==> src/pkg/dte_pkg.sv <==
//----------------------------------------------------------------------
// Behaviour
//----------------------------------------------------------------------
// Behaviour
// - Two level comparators per trigger source
// - Sources: all channels plus both externals
// - Software trigger request acts as source
// - Edge mode fires on threshold crossing
// - Edge slope: rising, falling or both
// - Re-arm: arm on arm-level crossing first
// - Armed: fire on trigger-level crossing, same slope
// - Re-arm fire disarms; needs new arm crossing
// - Window modes use both levels as bounds
// - Window enter fires on entering window
// - Window exit fires on leaving window
// - Level and window gates feed AND logic
// - High gate asserted while above level
// - Low gate while below; alone fires falling
// - Configurable AND and OR trigger combining
// - OR fires on any selected input
// - AND fires when all selected inputs asserted
// - Trigger sample position kept as sample count since arming
// - MIO lines show run state, trigger pulse
// - Cross-trigger with up to seven cards
package dte_pkg;
  localparam int ADDR_W = 12;
  localparam int DATA_W = 32;
  localparam logic [11:0] OFS_CTRL = 12'h000;
  localparam logic [11:0] OFS_CFG = 12'h004;
  localparam logic [11:0] OFS_OR_MASK = 12'h008;
  localparam logic [11:0] OFS_AND_MASK = 12'h00c;
  localparam logic [11:0] OFS_STATUS = 12'h010;
  localparam logic [11:0] OFS_TRIG_POS = 12'h014;
  localparam logic [11:0] OFS_MIO_SEL = 12'h018;
  localparam logic [11:0] OFS_SRC_BASE = 12'h040;
  localparam int SRC_STRIDE_LOG2 = 4;
  localparam logic [1:0] SRC_FLD_MODE = 2'h0;
  localparam logic [1:0] SRC_FLD_LVL_A = 2'h1;
  localparam logic [1:0] SRC_FLD_LVL_B = 2'h2;
  localparam int CTRL_START = 0;
  localparam int CTRL_STOP = 1;
  localparam int CTRL_SW_TRIG = 2;
  localparam int CTRL_FORCE = 3;
  localparam int CFG_AND_EN = 0;
  localparam int CFG_SYNC_EN = 1;
  localparam int ST_RUN = 0;
  localparam int ST_DONE = 1;
  localparam int ST_AND = 2;
  localparam int MODE_LSB = 0;
  localparam int SLOPE_LSB = 4;
  localparam int MIO_LINES = 2;
  localparam logic [5:0] RST_MODE = 6'h00;
  localparam logic [31:0] RST_WORD = 32'h0000_0000;
  typedef enum logic [3:0] {
    MODE_OFF, MODE_EDGE, MODE_REARM, MODE_WIN_ENTER, MODE_WIN_EXIT,
    MODE_HI_LEVEL, MODE_LO_LEVEL, MODE_IN_WIN, MODE_OUT_WIN
  } dte_mode_type;
  typedef enum logic [1:0] {SLOPE_RISE, SLOPE_FALL, SLOPE_BOTH} dte_slope_type;
  typedef enum logic [1:0] {MIO_LOW, MIO_RUN, MIO_TRIG, MIO_AND} dte_mio_type;
  typedef enum logic [1:0] {RUN_IDLE, RUN_ARMED, RUN_DONE} dte_run_type;
endpackage
==> src/core/dte_trigger_engine.sv <==
// Chosen here: the plain strobed port and the register addresses.
`timescale 1ns/1ps
module dte_trigger_engine #(
  parameter int NCH = 4,
  parameter int SW = 16
) (
  input wire logic ref_clk,
  input wire logic rst,
  input wire logic [dte_pkg::ADDR_W-1:0] reg_addr,
  input wire logic [dte_pkg::DATA_W-1:0] reg_wdata,
  input wire logic reg_wr,
  input wire logic reg_rd,
  output logic [dte_pkg::DATA_W-1:0] reg_rdata,
  input wire logic sample_valid,
  input wire logic [NCH*SW-1:0] input_channel_samples,
  input wire logic [SW-1:0] external_trigger_in_a,
  input wire logic [SW-1:0] external_trigger_in_b,
  input wire logic sync_trig_in,
  output logic sync_trig_out,
  output logic trigger_out,
  output logic [dte_pkg::MIO_LINES-1:0] mio_out
);
  import dte_pkg::*;

  localparam int NSRC = NCH + 2;

  // Refuse sizes that the register map and the mask fields cannot hold
  if (NCH < 1 || NSRC > 28 || SW < 2 || SW > 32) begin : g_bad_size
    $error("dte_trigger_engine: unsupported NCH or SW");
  end

  //--------------------------------------------------------------------
  // Source gathering
  //--------------------------------------------------------------------
  logic [SW-1:0] src_smp [NSRC];
  logic [SW-1:0] src_lvl_a [NSRC];
  logic [SW-1:0] src_lvl_b [NSRC];
  logic [5:0] src_mode [NSRC];
  logic [NSRC-1:0] src_evt;
  logic [NSRC-1:0] src_gate;

  assign src_smp[NCH] = external_trigger_in_a;
  assign src_smp[NCH+1] = external_trigger_in_b;

  //--------------------------------------------------------------------
  // Register decode
  //--------------------------------------------------------------------
  wire src_hit = reg_addr >= OFS_SRC_BASE;
  wire [ADDR_W-1:0] src_off = reg_addr - OFS_SRC_BASE;
  wire [ADDR_W-1:0] src_idx = src_off >> SRC_STRIDE_LOG2;
  wire [1:0] src_fld = src_off[3:2];
  wire ctrl_we = reg_wr && reg_addr == OFS_CTRL;
  wire start_cmd = ctrl_we && reg_wdata[CTRL_START];
  wire stop_cmd = ctrl_we && reg_wdata[CTRL_STOP];
  wire sw_trig = ctrl_we && reg_wdata[CTRL_SW_TRIG];
  wire force_trig = ctrl_we && reg_wdata[CTRL_FORCE];

  logic [1:0] cfg_ff;
  logic [NSRC-1:0] or_mask_ff;
  logic [NSRC-1:0] and_mask_ff;
  logic [2*MIO_LINES-1:0] mio_sel_ff;
  logic [31:0] trig_pos_ff;
  logic [31:0] smp_cnt_ff;
  logic and_prev_ff;
  logic [DATA_W-1:0] rdata_ff;
  dte_run_type run_ff;
  dte_run_type nxt_run;

  //--------------------------------------------------------------------
  // Per-source detectors
  //--------------------------------------------------------------------
  function automatic logic gate_of(input dte_mode_type m, input logic a, input logic b);
    logic inw;
    inw = b && !a;
    case (m)
      MODE_HI_LEVEL: gate_of = a;
      MODE_LO_LEVEL: gate_of = !a;
      MODE_IN_WIN: gate_of = inw;
      MODE_OUT_WIN: gate_of = !inw;
      default: gate_of = 1'b0;
    endcase
  endfunction

  for (genvar i = 0; i < NSRC; i++) begin : g_src
    logic [5:0] mode_ff;
    logic [SW-1:0] lvl_a_ff;
    logic [SW-1:0] lvl_b_ff;
    logic prev_a_ff;
    logic prev_b_ff;
    logic armed_ff;
    logic nxt_armed;
    logic evt;
    wire we = reg_wr && src_hit && src_idx == ADDR_W'(i);
    wire dte_mode_type mode = dte_mode_type'(mode_ff[SLOPE_LSB-1:MODE_LSB]);
    wire [1:0] slope = mode_ff[SLOPE_LSB+1:SLOPE_LSB];
    wire rise_en = slope == SLOPE_RISE || slope == SLOPE_BOTH;
    wire fall_en = slope == SLOPE_FALL || slope == SLOPE_BOTH;
    // Two comparators per source
    wire above_a = src_smp[i] > lvl_a_ff;
    wire above_b = src_smp[i] > lvl_b_ff;
    // Crossings between the previous and the current sample
    wire up_a = !prev_a_ff && above_a;
    wire dn_a = prev_a_ff && !above_a;
    wire up_b = !prev_b_ff && above_b;
    wire dn_b = prev_b_ff && !above_b;
    wire hit_a = (rise_en && up_a) || (fall_en && dn_a);
    wire hit_b = (rise_en && up_b) || (fall_en && dn_b);
    // Level A is the upper bound, level B the lower bound
    wire in_now = above_b && !above_a;
    wire in_was = prev_b_ff && !prev_a_ff;
    wire gate_now = gate_of(mode, above_a, above_b);
    wire gate_was = gate_of(mode, prev_a_ff, prev_b_ff);

    always_comb begin
      case (mode)
        MODE_EDGE: evt = hit_a;
        MODE_REARM: evt = armed_ff && hit_a;
        MODE_WIN_ENTER: evt = !in_was && in_now;
        MODE_WIN_EXIT: evt = in_was && !in_now;
        MODE_HI_LEVEL, MODE_LO_LEVEL: evt = gate_now && !gate_was;
        MODE_IN_WIN, MODE_OUT_WIN: evt = gate_now && !gate_was;
        default: evt = 1'b0;
      endcase
    end

    always_comb begin
      nxt_armed = armed_ff;
      if (mode != MODE_REARM) begin
        nxt_armed = 1'b0;
      end else if (sample_valid && evt) begin
        nxt_armed = 1'b0;
      end else if (sample_valid && hit_b) begin
        nxt_armed = 1'b1;
      end
    end

    always_ff @(posedge ref_clk) begin
      if (rst) begin
        mode_ff <= RST_MODE;
        lvl_a_ff <= '0;
        lvl_b_ff <= '0;
        prev_a_ff <= 1'b0;
        prev_b_ff <= 1'b0;
        armed_ff <= 1'b0;
      end else begin
        if (we && src_fld == SRC_FLD_MODE) mode_ff <= reg_wdata[5:0];
        if (we && src_fld == SRC_FLD_LVL_A) lvl_a_ff <= reg_wdata[SW-1:0];
        if (we && src_fld == SRC_FLD_LVL_B) lvl_b_ff <= reg_wdata[SW-1:0];
        if (sample_valid) begin
          prev_a_ff <= above_a;
          prev_b_ff <= above_b;
        end
        armed_ff <= nxt_armed;
      end
    end

    if (i < NCH) begin : g_chan
      assign src_smp[i] = input_channel_samples[i*SW +: SW];
    end
    assign src_mode[i] = mode_ff;
    assign src_lvl_a[i] = lvl_a_ff;
    assign src_lvl_b[i] = lvl_b_ff;
    assign src_evt[i] = sample_valid && evt;
    // Gate modes hand the level to AND logic, others their event
    // Between samples the inputs are not valid, so the last sampled gate is held
    assign src_gate[i] = (gate_of(mode, 1'b1, 1'b0) || gate_of(mode, 1'b0, 1'b1)) ?
                         (sample_valid ? gate_now : gate_was) : src_evt[i];
  end

  //--------------------------------------------------------------------
  // Trigger logic
  //--------------------------------------------------------------------
  wire sync_evt = cfg_ff[CFG_SYNC_EN] && sync_trig_in;
  wire or_fire = |(or_mask_ff & src_evt) || sync_evt ||
                 sw_trig || force_trig;
  wire and_now = cfg_ff[CFG_AND_EN] && and_mask_ff != '0 &&
                 &(~and_mask_ff | src_gate);
  wire and_fire = and_now && !and_prev_ff;
  wire fire = run_ff == RUN_ARMED && (or_fire || and_fire);

  always_comb begin
    nxt_run = run_ff;
    case (run_ff)
      RUN_IDLE: if (start_cmd) nxt_run = RUN_ARMED;
      RUN_ARMED: begin
        if (fire) begin
          nxt_run = RUN_DONE;
        end else if (stop_cmd) begin
          nxt_run = RUN_IDLE;
        end
      end
      RUN_DONE: if (start_cmd) nxt_run = RUN_ARMED;
      default: nxt_run = RUN_IDLE;
    endcase
  end

  // MIO line sources
  wire [3:0] mio_src = {and_now, fire, run_ff == RUN_ARMED, 1'b0};
  logic [MIO_LINES-1:0] nxt_mio;
  for (genvar m = 0; m < MIO_LINES; m++) begin : g_mio
    assign nxt_mio[m] = mio_src[mio_sel_ff[2*m +: 2]];
  end

  //--------------------------------------------------------------------
  // Read mux
  //--------------------------------------------------------------------
  wire src_in_range = src_hit && src_idx < ADDR_W'(NSRC);
  wire [$clog2(NSRC)-1:0] ridx = src_idx[$clog2(NSRC)-1:0];
  wire [DATA_W-1:0] src_rd =
    !src_in_range ? RST_WORD :
    src_fld == SRC_FLD_MODE ? DATA_W'(src_mode[ridx]) :
    src_fld == SRC_FLD_LVL_A ? DATA_W'(src_lvl_a[ridx]) :
    src_fld == SRC_FLD_LVL_B ? DATA_W'(src_lvl_b[ridx]) : RST_WORD;
  wire [DATA_W-1:0] rd_mux =
    src_hit ? src_rd :
    reg_addr == OFS_CFG ? DATA_W'(cfg_ff) :
    reg_addr == OFS_OR_MASK ? DATA_W'(or_mask_ff) :
    reg_addr == OFS_AND_MASK ? DATA_W'(and_mask_ff) :
    reg_addr == OFS_STATUS ? DATA_W'({and_now, run_ff == RUN_DONE, run_ff == RUN_ARMED}) :
    reg_addr == OFS_TRIG_POS ? trig_pos_ff :
    reg_addr == OFS_MIO_SEL ? DATA_W'(mio_sel_ff) : RST_WORD;

  //--------------------------------------------------------------------
  // Global registers
  //--------------------------------------------------------------------
  always_ff @(posedge ref_clk) begin
    if (rst) begin
      cfg_ff <= '0;
      or_mask_ff <= '0;
      and_mask_ff <= '0;
      mio_sel_ff <= '0;
      rdata_ff <= RST_WORD;
    end else begin
      if (reg_wr && reg_addr == OFS_CFG) cfg_ff <= reg_wdata[1:0];
      if (reg_wr && reg_addr == OFS_OR_MASK) or_mask_ff <= reg_wdata[NSRC-1:0];
      if (reg_wr && reg_addr == OFS_AND_MASK) and_mask_ff <= reg_wdata[NSRC-1:0];
      if (reg_wr && reg_addr == OFS_MIO_SEL) mio_sel_ff <= reg_wdata[2*MIO_LINES-1:0];
      rdata_ff <= reg_rd ? rd_mux : RST_WORD;
    end
  end

  // Sample count since arming; the count at the firing sample is kept as trigger position
  always_ff @(posedge ref_clk) begin
    if (rst) begin
      run_ff <= RUN_IDLE;
      smp_cnt_ff <= RST_WORD;
      trig_pos_ff <= RST_WORD;
      and_prev_ff <= 1'b0;
      trigger_out <= 1'b0;
      sync_trig_out <= 1'b0;
      mio_out <= '0;
    end else begin
      run_ff <= nxt_run;
      if (run_ff != RUN_ARMED && start_cmd) begin
        smp_cnt_ff <= RST_WORD;
      end else if (run_ff == RUN_ARMED && sample_valid) begin
        smp_cnt_ff <= smp_cnt_ff + 32'h0000_0001;
      end
      if (fire) trig_pos_ff <= smp_cnt_ff;
      and_prev_ff <= and_now;
      trigger_out <= fire;
      sync_trig_out <= fire;
      mio_out <= nxt_mio;
    end
  end

  assign reg_rdata = rdata_ff;
endmodule // dte_trigger_engine

==> config.mk <==
export PLATFORM = sky130hd
export DESIGN_NAME = dte_trigger_engine
export DESIGN_NICKNAME = d
export VERILOG_FILES = /design/src/pkg/dte_pkg.sv /design/src/core/dte_trigger_engine.sv
export SDC_FILE = /design/constraint.sdc
export NUM_CORES = 1
export LEC_CHECK = 0
export ABC_AREA = 1
export BUFFER_PORTS_ARGS = -buffer_cell sky130_fd_sc_hd__buf_2
export CORE_AREA = 4 4 195 197
export DETAILED_ROUTE_END_ITERATION = 8
export DIE_AREA = 0 0 199 201
export PLACE_DENSITY = 0.79
export SKIP_LAST_GASP = 1
export SYNTH_ARGS = -nofsm -noshare
export SYNTH_HDL_FRONTEND = slang
export SYNTH_SLANG_ARGS = --single-unit
==> constraint.sdc <==
create_clock -name ref_clk -period 5.8 [get_ports ref_clk]
set_input_delay 0.58 -clock ref_clk [delete_from_list [all_inputs] [get_ports ref_clk]]
set_output_delay 0.58 -clock ref_clk [all_outputs]
set_load 0.02 [all_outputs]
; Yosys cells after proc, flatten, opt, wreduce, memory -nomap -nowiden
; Cells that the tools add are included.
[word_totals]
ff_bits = 366
inputBits = 146
out_inout_bits = 36
elab_cells = 481
[op_classes]
n_addsub = 2
magnitude_cmp = 17
n_eq_ne = 84
mux = 70
bitwise = 5
n_reduce_logical = 256
[op_table]
columns = op, count
row1 = $gt 16x16->1, 12
row2 = $mux 32, 6
row3 = $logic_and 1x1->1, 138
row4 = $mux 16, 8
row5 = $bmux 16 s3, 2
row6 = $eq 4x3->1 const B, 24
row7 = $eq 4x2->1 const B, 12
row8 = $pmux 1 s4, 12
row9 = $logic_not 1->1, 43
row10 = $eq 12x5->1 const B, 3
row11 = $logic_or 1x1->1, 34
row12 = $add 32x1->32 const B, 1
row13 = $pmux 1 s5, 6
row14 = $reduce_or 2->1, 15
row15 = $mux 1, 26
row16 = $eq 12x4->1 const B, 2
row17 = $eq 4x1->1 const B, 6
row18 = $eq 4x4->1 const B, 6
row19 = $logic_not 12->1, 2
row20 = $ne 4x2->1 const B, 6
row21 = $reduce_or 4->1, 6
row22 = $bmux 6 s3, 1
row23 = $reduce_or 3->1, 6
row24 = $eq 2x1->1 const B, 8
row25 = other kinds (27), 49

; Logic depth before layout (Yosys ltp)
[depth]
ltp_word = 17
ltp_mapped = 30
ltp_nobuf = 28

; Least setup slack after synthesis
; OpenSTA, ideal clock, no wires.
[synth_timing]
path_kind = input-to-reg
from = input input_channel_samples[11]
to = register trig_pos_ff[15]
arrival_ns = 2.682
required_time_ns = 5.684
setup_slack_ns = 3.003
cell_stages = 20
n_path_buf = 2
cell_sequence = ha_1 -> a21o_1 -> o21ai_0 -> nand4_1 -> nand2_2 -> nand3_1 -> nand3_2 -> nand2_1 -> nand2_1 -> nand3_1 -> nand2_1 -> nand2_1 -> nor2_2 -> nand3_1 -> nand2_1 -> nand2_1 -> buf_6 -> buf_6 -> o21ai_0 -> nor2_1
[synth_between]
elab_chain_cells = 15
elab_cells_between_ends = 30
cone_classes = 2 x order compare / 4 x mux / 2 x bitwise / 22 x reduce/logical
[synth_rtl]
columns = item, line_no
row1 = "start, declared", dte_trigger_engine.sv:15  ; input wire logic [NCH*SW-1:0] input_channel_samples,
row2 = $gt 16x16->1, dte_trigger_engine.sv:99  ; wire above_a = src_smp[i] > lvl_a_ff;
row3 = $logic_not 1->1, -
row4 = "$logic_and 1x1->1, on equally long branches", "dte_trigger_engine.sv:74, dte_trigger_engine.sv:109, dte_trigger_engine.sv:103"
row5 = $logic_not 1->1 or $logic_and 1x1->1 (tied branches), "dte_trigger_engine.sv:79, dte_trigger_engine.sv:119, dte_trigger_engine.sv:106"
row6 = $pmux 1 s4 or $logic_or 1x1->1 (tied branches), "dte_trigger_engine.sv:75, dte_trigger_engine.sv:106"
row7 = "$logic_and 1x1->1, on equally long branches", "dte_trigger_engine.sv:120, dte_trigger_engine.sv:121, dte_trigger_engine.sv:117"
row8 = $pmux 1 s5, dte_trigger_engine.sv:115  ; case (mode)
row9 = $logic_and 1x1->1, dte_trigger_engine.sv:163  ; assign src_evt[i] = sample_valid && evt;
row10 = $mux 1 or $and 6x6->6 (tied branches), "dte_trigger_engine.sv:166, dte_trigger_engine.sv:174"
row11 = $or 6x6->6 or $reduce_or 6->1 (tied branches), "dte_trigger_engine.sv:177, dte_trigger_engine.sv:174"
row12 = $reduce_and 6->1 or $logic_or 1x1->1 (tied branches), "dte_trigger_engine.sv:177, dte_trigger_engine.sv:174"
row13 = $logic_and 1x1->1 or $logic_or 1x1->1 (tied branches), "dte_trigger_engine.sv:176, dte_trigger_engine.sv:174"
row14 = $logic_and 1x1->1 or $logic_or 1x1->1 (tied branches), "dte_trigger_engine.sv:178, dte_trigger_engine.sv:175"
row15 = $logic_or 1x1->1 *, dte_trigger_engine.sv:179  ; wire fire = run_ff == RUN_ARMED && (or_fire || and_fire);
row16 = $logic_and 1x1->1 *, dte_trigger_engine.sv:179
row17 = "end signal, assigned", dte_trigger_engine.sv:259  ; if (fire) trig_pos_ff <= smp_cnt_ff;
row18 = "end, declared", dte_trigger_engine.sv:62  ; logic [31:0] trig_pos_ff;
; Mark *: on every way between the ends. The rest lies on a longest branch, timed or not.
; A chain may end at the register's enable or synchronous reset.

; Final worst setup path
[layout_timing]
from = register g_src[0].lvl_a_ff[11]
to = register trig_pos_ff[23]
[layout_between]
elab_chain_cells = 15
elab_cells_between_ends = 29
cone_classes = 1 x order compare / 4 x mux / 2 x bitwise / 22 x reduce/logical
[layout_rtl]
columns = item, line_no
row1 = "start, declared", dte_trigger_engine.sv:86  ; logic [SW-1:0] lvl_a_ff;
row2 = "start signal, assigned", dte_trigger_engine.sv:147  ; if (we && src_fld == SRC_FLD_LVL_A) lvl_a_ff <= reg_wdata[SW-1:0];
row3 = $gt 16x16->1 *, dte_trigger_engine.sv:99
row4 = $logic_not 1->1, -
row5 = "$logic_and 1x1->1, on equally long branches", "dte_trigger_engine.sv:74, dte_trigger_engine.sv:109, dte_trigger_engine.sv:103"
row6 = $logic_not 1->1 or $logic_and 1x1->1 (tied branches), "dte_trigger_engine.sv:79, dte_trigger_engine.sv:119, dte_trigger_engine.sv:106"
row7 = $pmux 1 s4 or $logic_or 1x1->1 (tied branches), "dte_trigger_engine.sv:75, dte_trigger_engine.sv:106"
row8 = "$logic_and 1x1->1, on equally long branches", "dte_trigger_engine.sv:120, dte_trigger_engine.sv:121, dte_trigger_engine.sv:117"
row9 = $pmux 1 s5, dte_trigger_engine.sv:115
row10 = $logic_and 1x1->1, dte_trigger_engine.sv:163
row11 = $mux 1 or $and 6x6->6 (tied branches), "dte_trigger_engine.sv:166, dte_trigger_engine.sv:174"
row12 = $or 6x6->6 or $reduce_or 6->1 (tied branches), "dte_trigger_engine.sv:177, dte_trigger_engine.sv:174"
row13 = $reduce_and 6->1 or $logic_or 1x1->1 (tied branches), "dte_trigger_engine.sv:177, dte_trigger_engine.sv:174"
row14 = $logic_and 1x1->1 or $logic_or 1x1->1 (tied branches), "dte_trigger_engine.sv:176, dte_trigger_engine.sv:174"
row15 = $logic_and 1x1->1 or $logic_or 1x1->1 (tied branches), "dte_trigger_engine.sv:178, dte_trigger_engine.sv:175"
row16 = $logic_or 1x1->1 *, dte_trigger_engine.sv:179
row17 = $logic_and 1x1->1 *, dte_trigger_engine.sv:179
; Marks and branches as above.

==> run metrics <==
HPWL Detailed a little under 50000 um; largest net degree at the start of global routing 125; Iteration-0 DRC Markers 2079; fillcell total 3193; period utilization 0.695; Antenna Nets Post-Route 0; worst slack, placed 1.48 ns; Max VDD drop 260 uV; DR vias 21400; final hold viol count 0; die width 199 um; H-tree depth 2; Layout area overhead 10.5%; Post-CTS Resized 0; final slew viol count 0; net switching power around 0.0015 W; post-layout min period 4.03 ns; CP Max Fanout 32; Max-Slew Margin vs Limit 0.124; Gate power share 0.096; hold buffers post-CTS 0; first-pass GRT wire length 106000 um; CP required around 6.2 ns; switching share of power 0.250; share of total power in the clock network 0.467; Worst Setup Start Kind flip-flop; Post-CTS Setup Bufs 0; pwr dens 243 nW/um^2; antenna cell count 0; Mapped Area 21600 sq um; Post-synth EDFFs 0; Tot GR Track Use 0.325; Max Root-Sink Buffers 3; Initial Utilization 0.595; RSZ-0062 raised after global routing no; Nets 3478; Skew-Pair Late Insertion Delay 0.56 ns; commonest non-fill, non-tap cells in the layout 436 x nand2_1, 429 x inv_1, 407 x a21oi_1, 366 x dfxtp_1, 342 x o21ai_0; Final Skew 0.0357 ns; Placer Congestion 0.964; Min-Delay Path Class primary input to flip-flop; Async SR Flop Fraction 0; Port Buf Inserts 165; initial antenna violation count 0; vias in the first global route 20000; Die Height 201 um; kind of critical path flip-flop to flip-flop; CTS tree yes; WL/cell 18.5 um; crit path DAT 4.47 ns; leading cell type in the layout, fill and taps excluded nand2_1; Mapped Nets 3404; FF+latch area 7330 sq um; setup violators final 0; Cells after DPL 3549; Yosys cell types 55; Die Footprint 40000 sq um; Seq pwr share 0.436; outcome finished, final reports clean; share of layout cells above drive strength 1 0.100; Num CTS Buffers 40; Reg clk slew, reported paths roughly 0.060 ns; Avg Inst Size Synth ~7 sq um; Worst setup EP type flip-flop; DR pass1 iterations 7; Max Clk Rate 0.248 GHz; final setup TNS 0 ns; Int Pwr 0.00435 W; Core Box Area 36300 sq um; Seq cells post-synth 366; clock sink total 366; Leakage roughly 9.7 nW; row count 70; Top Ports 182; Non-Filler Instances 3621; final worst slack around 1.8 ns; DRC Markers 0; Root Buffer clkbuf_16; # Max-Cap Violations 0; sequential share of the synthesized area 0.340; post-synth top area cell dfxtp_1; Area contributors post-synth dfxtp_1 34%, ha_1 12%, a21oi_1 9.4%; actual slew at the worst max-slew pin 1.30 ns; drt total wl 66800 um; footprint of the multi-input gates 11900 sq um; GRT overflow 0; yosys warns 0; Synth Instances 3049; Most used DFF post-synth dfxtp_1; share of the synthesized area in the top cell type 0.340; Final Power 0.00580 W; vias per cell 5.90
[worst paths after layout]
check                        startpoint         endpoint  slack [ns]  depth (start not counted)
setup / recovery  g_src[0].lvl_a_ff[11]  trig_pos_ff[23]        1.77                         19
setup reg to reg  g_src[0].lvl_a_ff[11]  trig_pos_ff[23]        1.77                         19
hold reg to reg         trig_pos_ff[31]    reg_rdata[31]        0.43                          2
hold / removal             reg_wdata[5]    or_mask_ff[5]        0.34                          3
[cells in the mapped netlist, types with 13 or more instances]
master and count:
nand2_1 436, inv_1 430, a21oi_1 407, dfxtp_1 366, o21ai_0 343, nor2_1 258
ha_1 209, nand3_1 96, clkbuf_1 93, o22ai_1 54, buf_2 33, nor3_1 32
nand4_1 29, a22oi_1 18, o21ai_1 16, inv_2 15, o211ai_1 15, a221oi_1 14
nor2_2 13
[cells by family (layout without fill, tap and decap cells)]
kind of cell,after synthesis,after routing,synth area share
AO/OA/AOI/OAI,949,949,0.241
AND/OR/NAND/NOR,912,912,0.184
buffers and inverters,605,709,0.111
flip-flops,366,366,0.340
adder cells (fa/ha/maj),209,209,0.121
XOR/XNOR,8,8,0.00325
[per-layer routing]
| metal | track usage | routed length (um) | vias to the layer above |
|---|---|---|---|
| met5 | 0 | 0 | - |
| met4 | 0.124 | 2670 | 0 |
| met3 | 0.0552 | 5640 | 156 |
| met2 | 0.499 | 29300 | 968 |
| met1 | 0.458 | 29300 | 9871 |
| li1 | - | - | 10400 |
[worst max-delay path, stage by stage, from the launching register on]
cell and delay [ns]:
dfxtp_1 0.37, inv_1 0.06, ha_1 0.30, a21o_1 0.20, o21ai_0 0.26, nand4_1 0.31, nand2_2 0.21, nand2_2 0.07
nand2_1 0.06, nand2_1 0.05, nor2_1 0.14, a21oi_1 0.14, nand2_1 0.08, nand3_1 0.12, nor2_1 0.12, nand2_1 0.06
nand2_1 0.64, clkinv_4 0.43, nor2_1 0.22, nor2_1 0.07
[power groups by stage]
stage / combinational (W) / clock [W] / sequential [W]
6_report: 0.000557 / 0.00271 / 0.00253
5_1_grt: 0.000615 / 0.00284 / 0.00253
4_1_cts: 0.000545 / 0.00273 / 0.00253
3_5_place_dp: 0.000542 / 0 / 0.00259
3_3_place_gp: 0.000524 / 0 / 0.00259
2_1_floorplan: 0.000331 / 0 / 0.00258
[final cells by class]
class | instances | share of cell area
sequential | 366 | 0.307
tap | 468 | 0.0246
clock inverter | 15 | 0.00903
multi-input combinational | 2078 | 0.497
inverter | 456 | 0.0722
clock buffer | 57 | 0.0498
timing repair buffer | 181 | 0.0397
[per-stage QoR]
step	instance area, sq um	hold slack [ns]	utilization
final	23800	0.344	0.657
after global routing	23800	0.363	0.657
after CTS	23800	0.319	0.657
after detailed placement	22400	0.420	0.619
after global placement	22400	0.422	0.619
after floorplan	21600	0.409	-
[flip-flops by register name, summed over array words and instances, names as in the netlist]
register         cells
g_src.lvl_a_ff      96
g_src.lvl_b_ff      96
g_src.mode_ff       36
reg_rdata           32
smp_cnt_ff          32
trig_pos_ff         32
and_mask_ff          6
g_src.armed_ff       6
g_src.prev_a_ff      6
g_src.prev_b_ff      6
or_mask_ff           6
mio_sel_ff           4
cfg_ff               2
mio_out              2
run_ff               2
and_prev_ff          1
trigger_out          1
Note: power is estimated with default switching activity, not from simulation.
